[config.mk]
export PLATFORM = sky130hd
export DESIGN_NAME = motion_engine_interrupt_control
export DESIGN_NICKNAME = d
export VERILOG_FILES = /design/src/qualify_timer.v /design/src/motion_engine_interrupt_control.v
export VERILOG_INCLUDE_DIRS = /design/src
export SDC_FILE = /design/constraint.sdc
export NUM_CORES = 1
export LEC_CHECK = 0
export BUFFER_PORTS_ARGS = -buffer_cell sky130_fd_sc_hd__buf_2
export CAP_MARGIN = 20
export CORE_MARGIN = 2
export CORE_UTILIZATION = 39
export CTS_CLUSTER_SIZE = 12
export DETAILED_ROUTE_END_ITERATION = 8
export HOLD_SLACK_MARGIN = 0.06
export MAX_ROUTING_LAYER = met4
export PLACE_DENSITY = 0.55
export SYNTH_ARGS = -nofsm -noshare
export SYNTH_HDL_FRONTEND = slang
export SYNTH_SLANG_ARGS = --single-unit
[constraint.sdc]
create_clock -name hclk -period 3.65 [get_ports hclk]
set_clock_uncertainty 0.1 [all_clocks]
set_input_delay 0.73 -clock hclk [delete_from_list [all_inputs] [get_ports hclk]]
set_output_delay 0.73 -clock hclk [all_outputs]
set_load 0.02 [all_outputs]
[src/motion_irq_map.vh]
/*
  register offsets, field positions, reset values and timing counts of the
  motion engine interrupt block; assumes a 32-bit AHB-Lite slave at hclk.
*/
// Operation
// - tilt engine runs and interrupts only while its enable bit is set
// - wake-up engine runs only while its enable bit is set
// - back-to-sleep engine runs only while its enable bit is set
// - writing 1 to manual sleep forces sleep and clears the wake flag
// - release read clears latched interrupt and wake/sleep source flags
// - wake-up fires after an unmasked axis stays above threshold until timer end
// - each engine timer counts ticks of that engine's own data rate, except back-to-sleep, which counts wake-up ticks
// - tilt state reported only after persisting until timer end; change restarts
// - tap engine runs only while its enable bit is set
// - tap qualifies only with index between low and high limits
// - free-fall engine runs only while its enable bit is set
// - free-fall depends on programmable threshold and debounce count
// - detections gated by wake axis, tap and tilt state masks
// - latched mode: release read clears all sources and summary bit
// - pulse mode: pin pulses about 50 us then clears itself
`ifndef MOTION_IRQ_MAP_VH
`define MOTION_IRQ_MAP_VH

`define OFS_CTRL_ONE        7'h00
`define OFS_CTRL_TWO        7'h04
`define OFS_CTRL_FOUR       7'h08
`define OFS_CTRL_FIVE       7'h0c
`define OFS_IRQ_CTRL_ONE    7'h10
`define OFS_IRQ_CTRL_TWO    7'h14
`define OFS_IRQ_CTRL_THREE  7'h18
`define OFS_TILT_TIMER      7'h1c
`define OFS_WAKE_TIMER      7'h20
`define OFS_TAP_LOW         7'h24
`define OFS_TAP_HIGH        7'h28
`define OFS_FALL_CTRL       7'h2c
`define OFS_FALL_THRESH     7'h30
`define OFS_FALL_COUNT      7'h34
`define OFS_SLEEP_TIMER     7'h38
`define OFS_STATUS          7'h3c
`define OFS_IRQ_STATUS_TWO  7'h40
`define OFS_IRQ_STATUS_THREE 7'h44
`define OFS_IRQ_RELEASE     7'h48
`define OFS_EVT_STATUS      7'h4c
`define OFS_EVT_MASK        7'h50
`define OFS_TILT_POS        7'h54
`define OFS_TAP_WINDOW      7'h58

`define BIT_TILT_EN         0
`define BIT_TAP_EN          2
`define BIT_WAKE_EN         1
`define BIT_SLEEP_EN        0
`define BIT_MAN_SLEEP       0
`define BIT_PIN_PULSE       3
`define BIT_PIN_HIGH        4
`define BIT_PIN_EN          5
`define BIT_FALL_EN         7
`define BIT_STAT_WAKE       0
`define BIT_STAT_INT        4
`define BIT_SRC_TILT        0
`define BIT_SRC_STAP        2
`define BIT_SRC_DTAP        3
`define BIT_SRC_FALL        7
`define BIT_SRC_SLEEP       0
`define BIT_SRC_WAKE        1

`define RST_CTRL_TWO        8'h3f
`define RST_IRQ_CTRL_ONE    8'h10
`define RST_AXIS_MASK       8'h3f
`define RST_TIMER           8'h01
`define RST_TAP_LOW         8'h1a
`define RST_TAP_HIGH        8'hb6
`define RST_FALL_THRESH     8'h08
`define RST_FALL_COUNT      8'h04
`define RST_TAP_WINDOW      8'h08

`define CLK_PERIOD_NS       40
`define PIN_PULSE_NS        50000
`define PIN_PULSE_CYCLES    ((`PIN_PULSE_NS) / (`CLK_PERIOD_NS))

`endif

[src/qualify_timer.v]
/*
  persistence qualifier: counts data-rate ticks while a condition holds and
  its key is unchanged, and pulses once when the programmed count is met.
  assumes tick is a one-cycle strobe at the engine's own data rate.
*/
`timescale 1ns/100ps
`default_nettype none
module qualify_timer #(
  parameter KW = 6,
  parameter TW = 8
) (
  input  wire          hclk,
  input  wire          hresetn,
  input  wire          enable,
  input  wire          tick,
  input  wire          cond,
  input  wire [KW-1:0] key,
  input  wire [TW-1:0] limit,
  output reg           fire_ff
);
  reg [TW-1:0] cnt_ff;
  reg [KW-1:0] key_ff;
  reg          done_ff;

  always @(posedge hclk or negedge hresetn) begin
    if (!hresetn) begin
      cnt_ff  <= {TW{1'b0}};
      key_ff  <= {KW{1'b0}};
      done_ff <= 1'b0;
      fire_ff <= 1'b0;
    end else begin
      key_ff  <= key;
      fire_ff <= 1'b0;
      if (!enable) begin
        cnt_ff  <= {TW{1'b0}};
        done_ff <= 1'b0;
      end else if (!cond || key != key_ff) begin
        cnt_ff  <= {TW{1'b0}};
        done_ff <= 1'b0;
      end else if (tick && !done_ff) begin
        if (cnt_ff + {{(TW-1){1'b0}}, 1'b1} >= limit) begin
          fire_ff <= 1'b1;
          done_ff <= 1'b1;
        end else begin
          cnt_ff <= cnt_ff + {{(TW-1){1'b0}}, 1'b1};
        end
      end
    end
  end
endmodule // qualify_timer
`default_nettype wire

[src/motion_engine_interrupt_control.v]
/*
  motion engine interrupt control: AHB-Lite register file, enable and mask
  gating of tilt, wake-up, back-to-sleep, tap and free-fall engines, source
  flags, physical interrupt pin and a maskable level irq.
  assumes detection inputs and data-rate ticks are synchronous to hclk.
*/
// Local design decisions: the AHB-Lite register port and the register offsets.
`timescale 1ns/100ps
`default_nettype none
`include "motion_irq_map.vh"
module motion_engine_interrupt_control (
  input  wire        hclk,
  input  wire        hresetn,
  input  wire        hsel,
  input  wire [31:0] haddr,
  input  wire [1:0]  htrans,
  input  wire        hwrite,
  input  wire [2:0]  hsize,
  input  wire [31:0] hwdata,
  input  wire        hready,
  output reg         hreadyout_ff,
  output reg  [31:0] hrdata_ff,
  output reg         hresp_ff,
  input  wire        tilt_tick,
  input  wire        wake_tick,
  input  wire        tap_tick,
  input  wire        fall_tick,
  input  wire [5:0]  tilt_orient,
  input  wire [5:0]  axis_above,
  input  wire        motion_quiet,
  input  wire        tap_strobe,
  input  wire [5:0]  tap_dir,
  input  wire [7:0]  tap_index,
  input  wire [7:0]  fall_magnitude,
  output reg         int_pin_ff,
  output reg         irq_ff
);
  reg  [7:0]  ctrl_one_ff;
  reg  [7:0]  ctrl_two_ff;
  reg  [7:0]  ctrl_four_ff;
  reg  [7:0]  irq_ctrl_one_ff;
  reg  [7:0]  irq_ctrl_two_ff;
  reg  [7:0]  irq_ctrl_three_ff;
  reg  [7:0]  tilt_timer_ff;
  reg  [7:0]  wake_timer_ff;
  reg  [7:0]  tap_low_ff;
  reg  [7:0]  tap_index_high_limit_ff;
  reg  [7:0]  fall_control_register_ff;
  reg  [7:0]  fall_threshold_register_ff;
  reg  [7:0]  fall_debounce_counter_ff;
  reg  [7:0]  sleep_timer_ff;
  reg  [7:0]  tap_window_ff;
  reg  [7:0]  irq_status_two_ff;
  reg  [7:0]  irq_status_three_ff;
  reg  [7:0]  evt_status_ff;
  reg  [7:0]  evt_mask_ff;
  reg  [5:0]  tilt_pos_ff;
  reg         awake_ff;
  reg         summary_ff;
  reg         pend_ff;
  reg         pwrite_ff;
  reg  [6:0]  paddr_ff;
  reg  [10:0] pulse_cnt_ff;
  reg         tap_armed_ff;
  reg  [7:0]  tap_win_cnt_ff;
  reg  [5:0]  tap_dir_ff;
  reg  [31:0] rd_word;

  wire tilt_en  = ctrl_one_ff[`BIT_TILT_EN];
  wire tap_en   = ctrl_one_ff[`BIT_TAP_EN];
  wire wake_en  = ctrl_four_ff[`BIT_WAKE_EN];
  wire sleep_en = ctrl_four_ff[`BIT_SLEEP_EN];
  wire fall_en  = fall_control_register_ff[`BIT_FALL_EN];

  wire        take     = hsel & htrans[1] & hready;
  wire        wr_cyc   = pend_ff & pwrite_ff;
  wire        rd_cyc   = pend_ff & ~pwrite_ff;

  function sel_hit;
    input [6:0] a;
    input [6:0] ofs;
    begin
      sel_hit = (a == ofs);
    end
  endfunction

  wire man_sleep   = wr_cyc & sel_hit(paddr_ff, `OFS_CTRL_FIVE) & hwdata[`BIT_MAN_SLEEP];
  wire release_rd  = rd_cyc & sel_hit(paddr_ff, `OFS_IRQ_RELEASE);
  wire evt_rd      = rd_cyc & sel_hit(paddr_ff, `OFS_EVT_STATUS);

  // engine qualification
  wire [5:0] tilt_masked = tilt_orient & ctrl_two_ff[5:0];
  wire       tilt_fire;
  wire       wake_fire;
  wire       sleep_fire;
  wire       fall_fire;
  wire       wake_cond = |(axis_above & irq_ctrl_two_ff[5:0]);
  wire       fall_cond = fall_magnitude < fall_threshold_register_ff;

  qualify_timer #(.KW(6), .TW(8)) u_tilt (
    .hclk    (hclk),
    .hresetn (hresetn),
    .enable  (tilt_en),
    .tick    (tilt_tick),
    .cond    (|tilt_masked),
    .key     (tilt_orient),
    .limit   (tilt_timer_ff),
    .fire_ff (tilt_fire)
  );

  qualify_timer #(.KW(1), .TW(8)) u_wake (
    .hclk    (hclk),
    .hresetn (hresetn),
    .enable  (wake_en & ~awake_ff),
    .tick    (wake_tick),
    .cond    (wake_cond),
    .key     (1'b0),
    .limit   (wake_timer_ff),
    .fire_ff (wake_fire)
  );

  // back-to-sleep times quiet motion at the wake-up engine's data rate
  qualify_timer #(.KW(1), .TW(8)) u_sleep (
    .hclk    (hclk),
    .hresetn (hresetn),
    .enable  (sleep_en & awake_ff),
    .tick    (wake_tick),
    .cond    (motion_quiet),
    .key     (1'b0),
    .limit   (sleep_timer_ff),
    .fire_ff (sleep_fire)
  );

  qualify_timer #(.KW(1), .TW(8)) u_fall (
    .hclk    (hclk),
    .hresetn (hresetn),
    .enable  (fall_en),
    .tick    (fall_tick),
    .cond    (fall_cond),
    .key     (1'b0),
    .limit   (fall_debounce_counter_ff),
    .fire_ff (fall_fire)
  );

  // tap: index window and direction mask, then a double-tap window in tap ticks
  wire tap_ok = tap_en & tap_strobe & (|(tap_dir & irq_ctrl_three_ff[5:0]))
              & (tap_index > tap_low_ff) & (tap_index < tap_index_high_limit_ff);
  reg  stap_fire;
  reg  dtap_fire;

  always @(posedge hclk or negedge hresetn) begin
    if (!hresetn) begin
      tap_armed_ff   <= 1'b0;
      tap_win_cnt_ff <= 8'h00;
      tap_dir_ff     <= 6'h00;
      stap_fire      <= 1'b0;
      dtap_fire      <= 1'b0;
    end else begin
      stap_fire <= 1'b0;
      dtap_fire <= 1'b0;
      if (!tap_en) begin
        tap_armed_ff   <= 1'b0;
        tap_win_cnt_ff <= 8'h00;
      end else if (tap_ok && tap_armed_ff) begin
        dtap_fire    <= 1'b1;
        tap_armed_ff <= 1'b0;
      end else if (tap_ok) begin
        tap_armed_ff   <= 1'b1;
        tap_win_cnt_ff <= 8'h00;
        tap_dir_ff     <= tap_dir;
      end else if (tap_armed_ff && tap_tick) begin
        if (tap_win_cnt_ff + 8'h01 >= tap_window_ff) begin
          stap_fire    <= 1'b1;
          tap_armed_ff <= 1'b0;
        end else begin
          tap_win_cnt_ff <= tap_win_cnt_ff + 8'h01;
        end
      end
    end
  end

  wire [7:0] ins2_set = ({7'h00, tilt_fire} << `BIT_SRC_TILT)
                      | ({7'h00, stap_fire} << `BIT_SRC_STAP)
                      | ({7'h00, dtap_fire} << `BIT_SRC_DTAP)
                      | ({7'h00, fall_fire} << `BIT_SRC_FALL);
  wire [7:0] irq_status_three_set = ({7'h00, wake_fire} << `BIT_SRC_WAKE)
                      | ({7'h00, sleep_fire} << `BIT_SRC_SLEEP);
  wire       any_evt  = |ins2_set | |irq_status_three_set;
  wire [7:0] evt_set  = {2'b00, sleep_fire, wake_fire, fall_fire, dtap_fire, stap_fire, tilt_fire};

  // bus: one wait state per transfer, so reads see writes made just before
  always @(posedge hclk or negedge hresetn) begin
    if (!hresetn) begin
      pend_ff      <= 1'b0;
      pwrite_ff    <= 1'b0;
      paddr_ff     <= 7'h00;
      hreadyout_ff <= 1'b1;
      hresp_ff     <= 1'b0;
    end else begin
      hresp_ff <= 1'b0;
      if (pend_ff) begin
        pend_ff      <= 1'b0;
        hreadyout_ff <= 1'b1;
      end else if (take) begin
        pend_ff      <= 1'b1;
        pwrite_ff    <= hwrite;
        paddr_ff     <= {haddr[6:2], 2'b00};
        hreadyout_ff <= 1'b0;
      end
    end
  end

  always @* begin
    rd_word = 32'h0000_0000;
    case (paddr_ff)
      `OFS_CTRL_ONE:         rd_word[7:0] = ctrl_one_ff;
      `OFS_CTRL_TWO:         rd_word[7:0] = ctrl_two_ff;
      `OFS_CTRL_FOUR:        rd_word[7:0] = ctrl_four_ff;
      `OFS_IRQ_CTRL_ONE:     rd_word[7:0] = irq_ctrl_one_ff;
      `OFS_IRQ_CTRL_TWO:     rd_word[7:0] = irq_ctrl_two_ff;
      `OFS_IRQ_CTRL_THREE:   rd_word[7:0] = irq_ctrl_three_ff;
      `OFS_TILT_TIMER:       rd_word[7:0] = tilt_timer_ff;
      `OFS_WAKE_TIMER:       rd_word[7:0] = wake_timer_ff;
      `OFS_TAP_LOW:          rd_word[7:0] = tap_low_ff;
      `OFS_TAP_HIGH:         rd_word[7:0] = tap_index_high_limit_ff;
      `OFS_FALL_CTRL:        rd_word[7:0] = fall_control_register_ff;
      `OFS_FALL_THRESH:      rd_word[7:0] = fall_threshold_register_ff;
      `OFS_FALL_COUNT:       rd_word[7:0] = fall_debounce_counter_ff;
      `OFS_SLEEP_TIMER:      rd_word[7:0] = sleep_timer_ff;
      `OFS_TAP_WINDOW:       rd_word[7:0] = tap_window_ff;
      `OFS_STATUS: begin
        rd_word[`BIT_STAT_WAKE] = awake_ff;
        rd_word[`BIT_STAT_INT]  = summary_ff;
      end
      `OFS_IRQ_STATUS_TWO:   rd_word[7:0] = irq_status_two_ff;
      `OFS_IRQ_STATUS_THREE: rd_word[7:0] = irq_status_three_ff;
      `OFS_EVT_STATUS:       rd_word[7:0] = evt_status_ff;
      `OFS_EVT_MASK:         rd_word[7:0] = evt_mask_ff;
      `OFS_TILT_POS:         rd_word[5:0] = tilt_pos_ff;
      `OFS_IRQ_RELEASE:      rd_word[7:0] = {irq_status_two_ff[7], irq_status_three_ff[6:0]};
      default:               rd_word = 32'h0000_0000;
    endcase
  end

  // register file; hardware set wins over any clear in the same cycle
  always @(posedge hclk or negedge hresetn) begin
    if (!hresetn) begin
      hrdata_ff                  <= 32'h0000_0000;
      ctrl_one_ff                <= 8'h00;
      ctrl_two_ff                <= `RST_CTRL_TWO;
      ctrl_four_ff               <= 8'h00;
      irq_ctrl_one_ff            <= `RST_IRQ_CTRL_ONE;
      irq_ctrl_two_ff            <= `RST_AXIS_MASK;
      irq_ctrl_three_ff          <= `RST_AXIS_MASK;
      tilt_timer_ff              <= `RST_TIMER;
      wake_timer_ff              <= `RST_TIMER;
      tap_low_ff                 <= `RST_TAP_LOW;
      tap_index_high_limit_ff    <= `RST_TAP_HIGH;
      fall_control_register_ff   <= 8'h00;
      fall_threshold_register_ff <= `RST_FALL_THRESH;
      fall_debounce_counter_ff   <= `RST_FALL_COUNT;
      sleep_timer_ff             <= `RST_TIMER;
      tap_window_ff              <= `RST_TAP_WINDOW;
      evt_mask_ff                <= 8'h00;
    end else begin
      if (rd_cyc) begin
        hrdata_ff <= rd_word;
      end
      if (wr_cyc) begin
        case (paddr_ff)
          `OFS_CTRL_ONE:       ctrl_one_ff                <= hwdata[7:0];
          `OFS_CTRL_TWO:       ctrl_two_ff                <= hwdata[7:0];
          `OFS_CTRL_FOUR:      ctrl_four_ff               <= hwdata[7:0];
          `OFS_IRQ_CTRL_ONE:   irq_ctrl_one_ff            <= hwdata[7:0];
          `OFS_IRQ_CTRL_TWO:   irq_ctrl_two_ff            <= hwdata[7:0];
          `OFS_IRQ_CTRL_THREE: irq_ctrl_three_ff          <= hwdata[7:0];
          `OFS_TILT_TIMER:     tilt_timer_ff              <= hwdata[7:0];
          `OFS_WAKE_TIMER:     wake_timer_ff              <= hwdata[7:0];
          `OFS_TAP_LOW:        tap_low_ff                 <= hwdata[7:0];
          `OFS_TAP_HIGH:       tap_index_high_limit_ff    <= hwdata[7:0];
          `OFS_FALL_CTRL:      fall_control_register_ff   <= hwdata[7:0];
          `OFS_FALL_THRESH:    fall_threshold_register_ff <= hwdata[7:0];
          `OFS_FALL_COUNT:     fall_debounce_counter_ff   <= hwdata[7:0];
          `OFS_SLEEP_TIMER:    sleep_timer_ff             <= hwdata[7:0];
          `OFS_TAP_WINDOW:     tap_window_ff              <= hwdata[7:0];
          `OFS_EVT_MASK:       evt_mask_ff                <= hwdata[7:0];
          default:             evt_mask_ff                <= evt_mask_ff;
        endcase
      end
    end
  end

  // source flags, wake state, tilt position
  always @(posedge hclk or negedge hresetn) begin
    if (!hresetn) begin
      irq_status_two_ff   <= 8'h00;
      irq_status_three_ff <= 8'h00;
      evt_status_ff       <= 8'h00;
      summary_ff          <= 1'b0;
      awake_ff            <= 1'b0;
      tilt_pos_ff         <= 6'h00;
    end else begin
      irq_status_two_ff   <= (release_rd ? 8'h00 : irq_status_two_ff) | ins2_set;
      irq_status_three_ff <= (release_rd ? 8'h00 : irq_status_three_ff) | irq_status_three_set;
      evt_status_ff       <= (evt_rd ? 8'h00 : evt_status_ff) | evt_set;
      summary_ff          <= (release_rd ? 1'b0 : summary_ff) | any_evt;
      if (wake_fire) begin
        awake_ff <= 1'b1;
      end else if (sleep_fire || man_sleep) begin
        awake_ff <= 1'b0;
      end
      if (tilt_fire) begin
        tilt_pos_ff <= tilt_orient;
      end
    end
  end

  // physical pin: latched follows the summary bit, pulse mode self-clears
  wire pin_en    = irq_ctrl_one_ff[`BIT_PIN_EN];
  wire pin_pulse = irq_ctrl_one_ff[`BIT_PIN_PULSE];
  wire pin_high  = irq_ctrl_one_ff[`BIT_PIN_HIGH];
  wire pin_act   = pin_en & (pin_pulse ? (pulse_cnt_ff != 11'h000) : summary_ff);
  localparam integer PULSE_CYCLES = `PIN_PULSE_CYCLES;

  always @(posedge hclk or negedge hresetn) begin
    if (!hresetn) begin
      pulse_cnt_ff <= 11'h000;
      int_pin_ff   <= 1'b0;
      irq_ff       <= 1'b0;
    end else begin
      if (any_evt && pin_pulse) begin
        pulse_cnt_ff <= PULSE_CYCLES[10:0];
      end else if (pulse_cnt_ff != 11'h000) begin
        pulse_cnt_ff <= pulse_cnt_ff - 11'h001;
      end
      int_pin_ff <= pin_high ? pin_act : ~pin_act;
      irq_ff     <= |(evt_status_ff & evt_mask_ff);
    end
  end
endmodule // motion_engine_interrupt_control
`default_nettype wire

* Word-level counts from Yosys, hierarchy flattened *
Cells that the tools add are included.

word-level totals
  RAM bits = 0
  logic and storage cells = 270
  register bits after elaboration = 246
  output and inout port bits = 36
  bits of input ports = 114
  bits in latches = 0
  memory bits (read-only) = 0
  memories kept = 0

cells by class
  reductions and logical operators = 53
  multiply operators = 0
  bitwise operators = 32
  eq/ne operators = 40
  $add $sub $neg = 6
  div/mod/pow operators = 0
  muxes and demuxes = 84
  magnitude comparators = 8
  shift-type cells = 0

operators by type and width
  operator                 count
  $mux W8                  24
  $pmux W3 S20             1
  $mux W1                  53
  $reduce_and A2 Y1        26
  $pmux W1 S21             2
  $add A8 B1 Y8 const B    5
  $eq A5 B4 Y1 const B     8
  $ge A8 B8 Y1             5
  $pmux W2 S20             1
  $eq A5 B5 Y1 const B     7
  $ne A3 B3 Y1 const B     10
  $reduce_or A8 Y1         3
  $mux W11                 2
  $eq A5 B3 Y1 const B     4
  $pmux W1 S20             1
  $and A6 B6 Y6            3
  $reduce_or A6 Y1         3
  $lt A8 B8 Y1             2
  $and A1 B1 Y1            15
  $reduce_bool A11 Y1      1
  $sub A11 B1 Y11 const B  1
  $eq A5 B2 Y1 const B     2
  $ne A3 B1 Y1 const B     3
  $and A8 B8 Y8            1
  22 further kinds         40

* Logic depth before layout (Yosys ltp) *
  depth in word-level cells = 8
  mapped depth = 11
  gate-level depth less buffers = 11

* Modules after synthesis *
A second synthesis with hierarchy kept.

second synthesis, totals
  cells, all modules = 1,245
  area total of the unflattened synthesis = 13,195.2 µm²

by module, submodules not included
  module                           seq. area each (µm²)  area each (µm²)  instances  cells an instance
  motion_engine_interrupt_control  4,747.1               9,811.9          1          898
  qualify_timer (u_fall ...)       275.3                 830.8            2          85
  qualify_timer (u_tilt)           400.4                 952.2            1          95
  qualify_timer (u_wake)           275.3                 769.5            1          82

* Least setup slack after synthesis *
OpenSTA, ideal clock, no wires.

  path type = register -> register
  from = reg u_fall.cnt_ff[0]
  to = reg u_fall.cnt_ff[3]
  library setup time = 88 ps
  path buffers = 0
  required time = 3,462 ps
  setup slack = 961 ps
  stages on the path, launching flop included = 12
  arrival = 2,501 ps
  period minus slack after synthesis = 2,689 ps
  cell sequence = dfrtp_1 ha_1 nand3_1 inv_1 nand3_1 xnor2_1 ha_1 a21o_1 a21o_1 a21o_1 or4_1 a22oi_1

on the way
  word-level cells in the longest chain between the ends = 5
  elaborated cells on any way between the ends = 8
  those cells by class = add/sub (1); order compare (1); eq/ne (1); mux (4); reduce/logical (1)

RTL lines
  item                                                  RTL line                                source
  start, declared                                       qualify_timer.v:21                      reg [TW-1:0] cnt_ff;
  start signal, assigned                                qualify_timer.v:27                      cnt_ff <= {TW{1'b0}};
  start signal, assigned                                qualify_timer.v:35                      cnt_ff <= {TW{1'b0}};
  start signal, assigned                                qualify_timer.v:38                      cnt_ff <= {TW{1'b0}};
  $add A8 B1 Y8 (*)                                     qualify_timer.v:41, qualify_timer.v:45
  branches (longest 4 deep; another with $ge A8 B8 Y1)  -

Mark *: on every way between the ends. The select of a mux whose other input is x is not followed.
A chain may end at the register's enable or synchronous reset.

* Worst setup path after layout *
Same ends and word-level chain as after synthesis.

==> flow_summary.toml <==
[floorplanning]
start_util_pct = 39.6
die_x_um = 186
rows = 66
die_y_um = 186
core_area_um2 = 32500
io_pins = 150
dieArea_um2 = 34500

[synthesis]
synth-edff-count = 0
synth.area.top_cells = "dfrtp_1, mux2_2, dfstp_2, ha_1, nand2_1"
synth_ff_type = "dfrtp_1"
yosysUniqueCellTypes = 74
avgSynthCellArea_um2 = 10.2
postSynthCellCount = 1262
synth_top_area_share_pct = 38.9
synth_top_cell_by_area = "dfrtp_1"
ys_ff_latch = 234
synth_warnings = 0
ys_seq_area_share_pct = 45.8
synth-async-reset-ratio_pct = 100
syn-cell-area_um2 = 12900

[critical_path]
path_delay_family = "simple AND/OR/NAND/NOR gates"
slowest_delay_ns = 0.49
cp_slowest_cell = "or4_1"
r2r_setup_slack_ns = 0.65
r2r_cells = 11
worstReg2RegStart = "u_fall.cnt_ff[0]"
critPathLaunchType = "register"
worstPathArrival_ns = 3.35
crit_path_frequent_cell = "a21o_1"
worst_setup_path_end_kind = "register"
crit_buf_inv = 1
crit_required_ns = 4.00
r2r_end = "u_fall.cnt_ff[3]"
worstSetupPathType = "register to register"
cp_max_fo = 9
crit_chain = "ha_1, nand3_1, inv_1, nand3_1, xnor2_1, ha_1, a21o_1, a21o_1, a21o_1, or4_1, a22oi_1"

[layout]
num-fill-cells = 3127
area_growth_pct = 13.6
seq_area_um2 = 5900
multi_input_area_um2 = 6330
n_antenna_cell = 0
fin_cells = 1787
layout-drive-gt1-share_pct = 20.8
largest_reg_flops = 11
largest-register = "pulse_cnt_ff"
layout.nets = 1505

[power]
powerDensity_nw_per_um2 = 511
seq_power_share_pct = 42.6
ir_drop_mv = 0.361
p_int_w = 0.00527
switchingPower_w = 0.00220
swShare_pct = 29.5
p_leak_nw = 6.96
comb_power_share_pct = 17.0
p_clk_share_pct = 40.4

[clock_tree]
numCtsBuffers = 28
worstSkewPairLatency_ns = 0.57
clockBufferDepth = 3
cts_sinks = 234
cts.reportedPaths.clkPinSlew_ns = 0.06
clockRootBuffer = "clkbuf_16"
cts_tree = "yes"
cts_hold_buf = 0
cts_resized = 0
postCtsSetupRepairBufs = 0
h-tree-depth = 1

[routing]
wl_per_cell_um = 20.7
ant_nets = 0
vias = 9887
via_per_inst = 5.53
firstDrtPassIters = 6
first_iter_violations = 812
drc_errors = 0
routed_wl_mm = 37.0

[sta]
hold_viol_final = 0
max_freq_mhz = 333
report.final.setup_viol = 0
finalSetupTns_ns = 0
final_max_slew_viol_count = 0
period_needed_ns = 3.00
slew-limit-headroom_pct = 37.4
tightestPinTransition_ns = 0.939
rsz0062_at_grt = "false"
period_share_pct = 82.2

[run]
cap_violations = 0

[placed_design]
finalWeightedCongestion = 0.979
io_buffer_count = 69
place_hpwl_mm = 27.0
place.detailed.instances = 1735

[global_route]
antenna_found_initial = 0
grt_max_degree = 109
grt_overflow_total = 0
track_usage_pct = 22.6
grt_pass1_wl_mm = 57.7
grt_pass1_vias = 9843

[worst_hold_path]
hold_path.class = "primary input to asynchronous set/reset pin"

[outcome]
run_status = "finished, final reports clean"
-- worst reg2reg max path: cells and delay by family (launching register included) --
family | cells | cell delay [ns]
buf+inv | 1 | 0.10
simple gates | 3 | 0.79
flops | 1 | 0.41
xor+xnor | 1 | 0.21
fa+ha+maj | 2 | 0.50
compound gates | 4 | 0.79
-- power groups by stage --
stage	combinational, W	sequential (W)	clock [W]
after CTS	0.00127	0.00318	0.00308
final	0.00127	0.00318	0.00302
after detailed placement	0.00126	0.00322	0
after global placement	0.00124	0.00321	0
after global routing	0.00142	0.00322	0.00318
after floorplan	0.000839	0.00313	0
-- cells by family (layout without fill, tap and decap cells) --
| logic type | Yosys count | in the layout | synth area share, % |
|---|---|---|---|
| compound gates | 279 | 279 | 15.2 |
| xor+xnor | 49 | 49 | 3.33 |
| fa+ha+maj | 68 | 68 | 6.61 |
| buf+inv | 166 | 225 | 5.76 |
| flops | 234 | 234 | 45.8 |
| mux | 111 | 111 | 9.60 |
| other cells | 1 | 25 | 0.0291 |
| simple gates | 354 | 354 | 13.7 |
-- final cells by class --
cell class,instances,share of cell area [%]
flip-flops and latches,234,40.3
well taps,442,3.78
inverters,80,2.05
repair buffers,93,3.75
multi-input cells,886,43.3
clock buffers,37,5.16
clock inverters,15,1.68
-- cells in the mapped netlist, drive strengths merged, types with 16 or more instances --
cell type	instances
xnor2	30
a22oi	36
nand3	55
nor3	16
clkbuf	37
nand2	123
nor2	45
xor2	19
dfstp	34
buf	49
a21oi	34
mux2	100
nand2b	23
ha	68
o21ai	61
and3	16
nand4	19
inv	79
a21o	35
dfrtp	200
-- worst max-delay path by stage --
stage | startpoint | end | slack, ns | cells after the start
after floorplan | u_fall.cnt_ff[0] | u_fall.cnt_ff[3] | 0.96 | 11
after global placement | tap_index[5] | tap_win_cnt_ff[3] | 0.68 | 8
after detailed placement | u_fall.cnt_ff[0] | u_fall.cnt_ff[6] | 0.65 | 11
after CTS | u_fall.cnt_ff[0] | u_fall.cnt_ff[3] | 0.63 | 11
after global routing | u_sleep.cnt_ff[2] | u_sleep.cnt_ff[5] | 0.28 | 11
final | u_fall.cnt_ff[0] | u_fall.cnt_ff[3] | 0.65 | 11
-- placed cells by master (no fill, tap or decap), types with 11 or more instances in the layout --
| master | count |
|---|---|
| nor2_1 | 45 |
| o211ai_1 | 11 |
| dfstp_2 | 34 |
| buf_2 | 68 |
| a31oi_1 | 11 |
| a21o_1 | 35 |
| clkbuf_16 | 28 |
| nand2b_1 | 23 |
| and3_1 | 16 |
| nand2_1 | 123 |
| and2_1 | 14 |
| xor2_1 | 19 |
| ha_1 | 68 |
| o21ai_0 | 58 |
| mux2_2 | 99 |
| buf_4 | 23 |
| a21oi_1 | 34 |
| nand3_1 | 55 |
| a22oi_1 | 36 |
| inv_1 | 79 |
| nor3_1 | 15 |
| nand4_1 | 19 |
| xnor2_1 | 30 |
| a32oi_1 | 15 |
| mux2i_1 | 11 |
| dfrtp_1 | 200 |
| conb_1 | 25 |
-- through the flow --
| step | setup slack (ns) | instance area (um^2) | total power (W) | utilization, % | hold slack, ns |
|---|---|---|---|---|---|
| 6_report | 0.651 | 14600 | 0.00747 | 45.0 | 0.169 |
| 5_1_grt | 0.278 | 14600 | 0.00782 | 45.0 | 0.219 |
| 4_1_cts | 0.626 | 14600 | 0.00753 | 45.0 | 0.195 |
| 3_5_place_dp | 0.648 | 13600 | 0.00448 | 41.9 | 0.362 |
| 3_3_place_gp | 0.683 | 13600 | 0.00445 | 41.9 | 0.356 |
| 2_1_floorplan | 0.961 | 13000 | 0.00397 | - | 0.334 |
-- layer usage --
| layer | track usage [%] | part of all wire, % |
|---|---|---|
| met1 | 30.6 | 45 |
| met2 | 34.5 | 45 |
| met3 | 4.77 | 7.0 |
| met4 | 5.92 | 2.6 |
| met5 | - | 0 |
(Power assumes the default switching activity.)
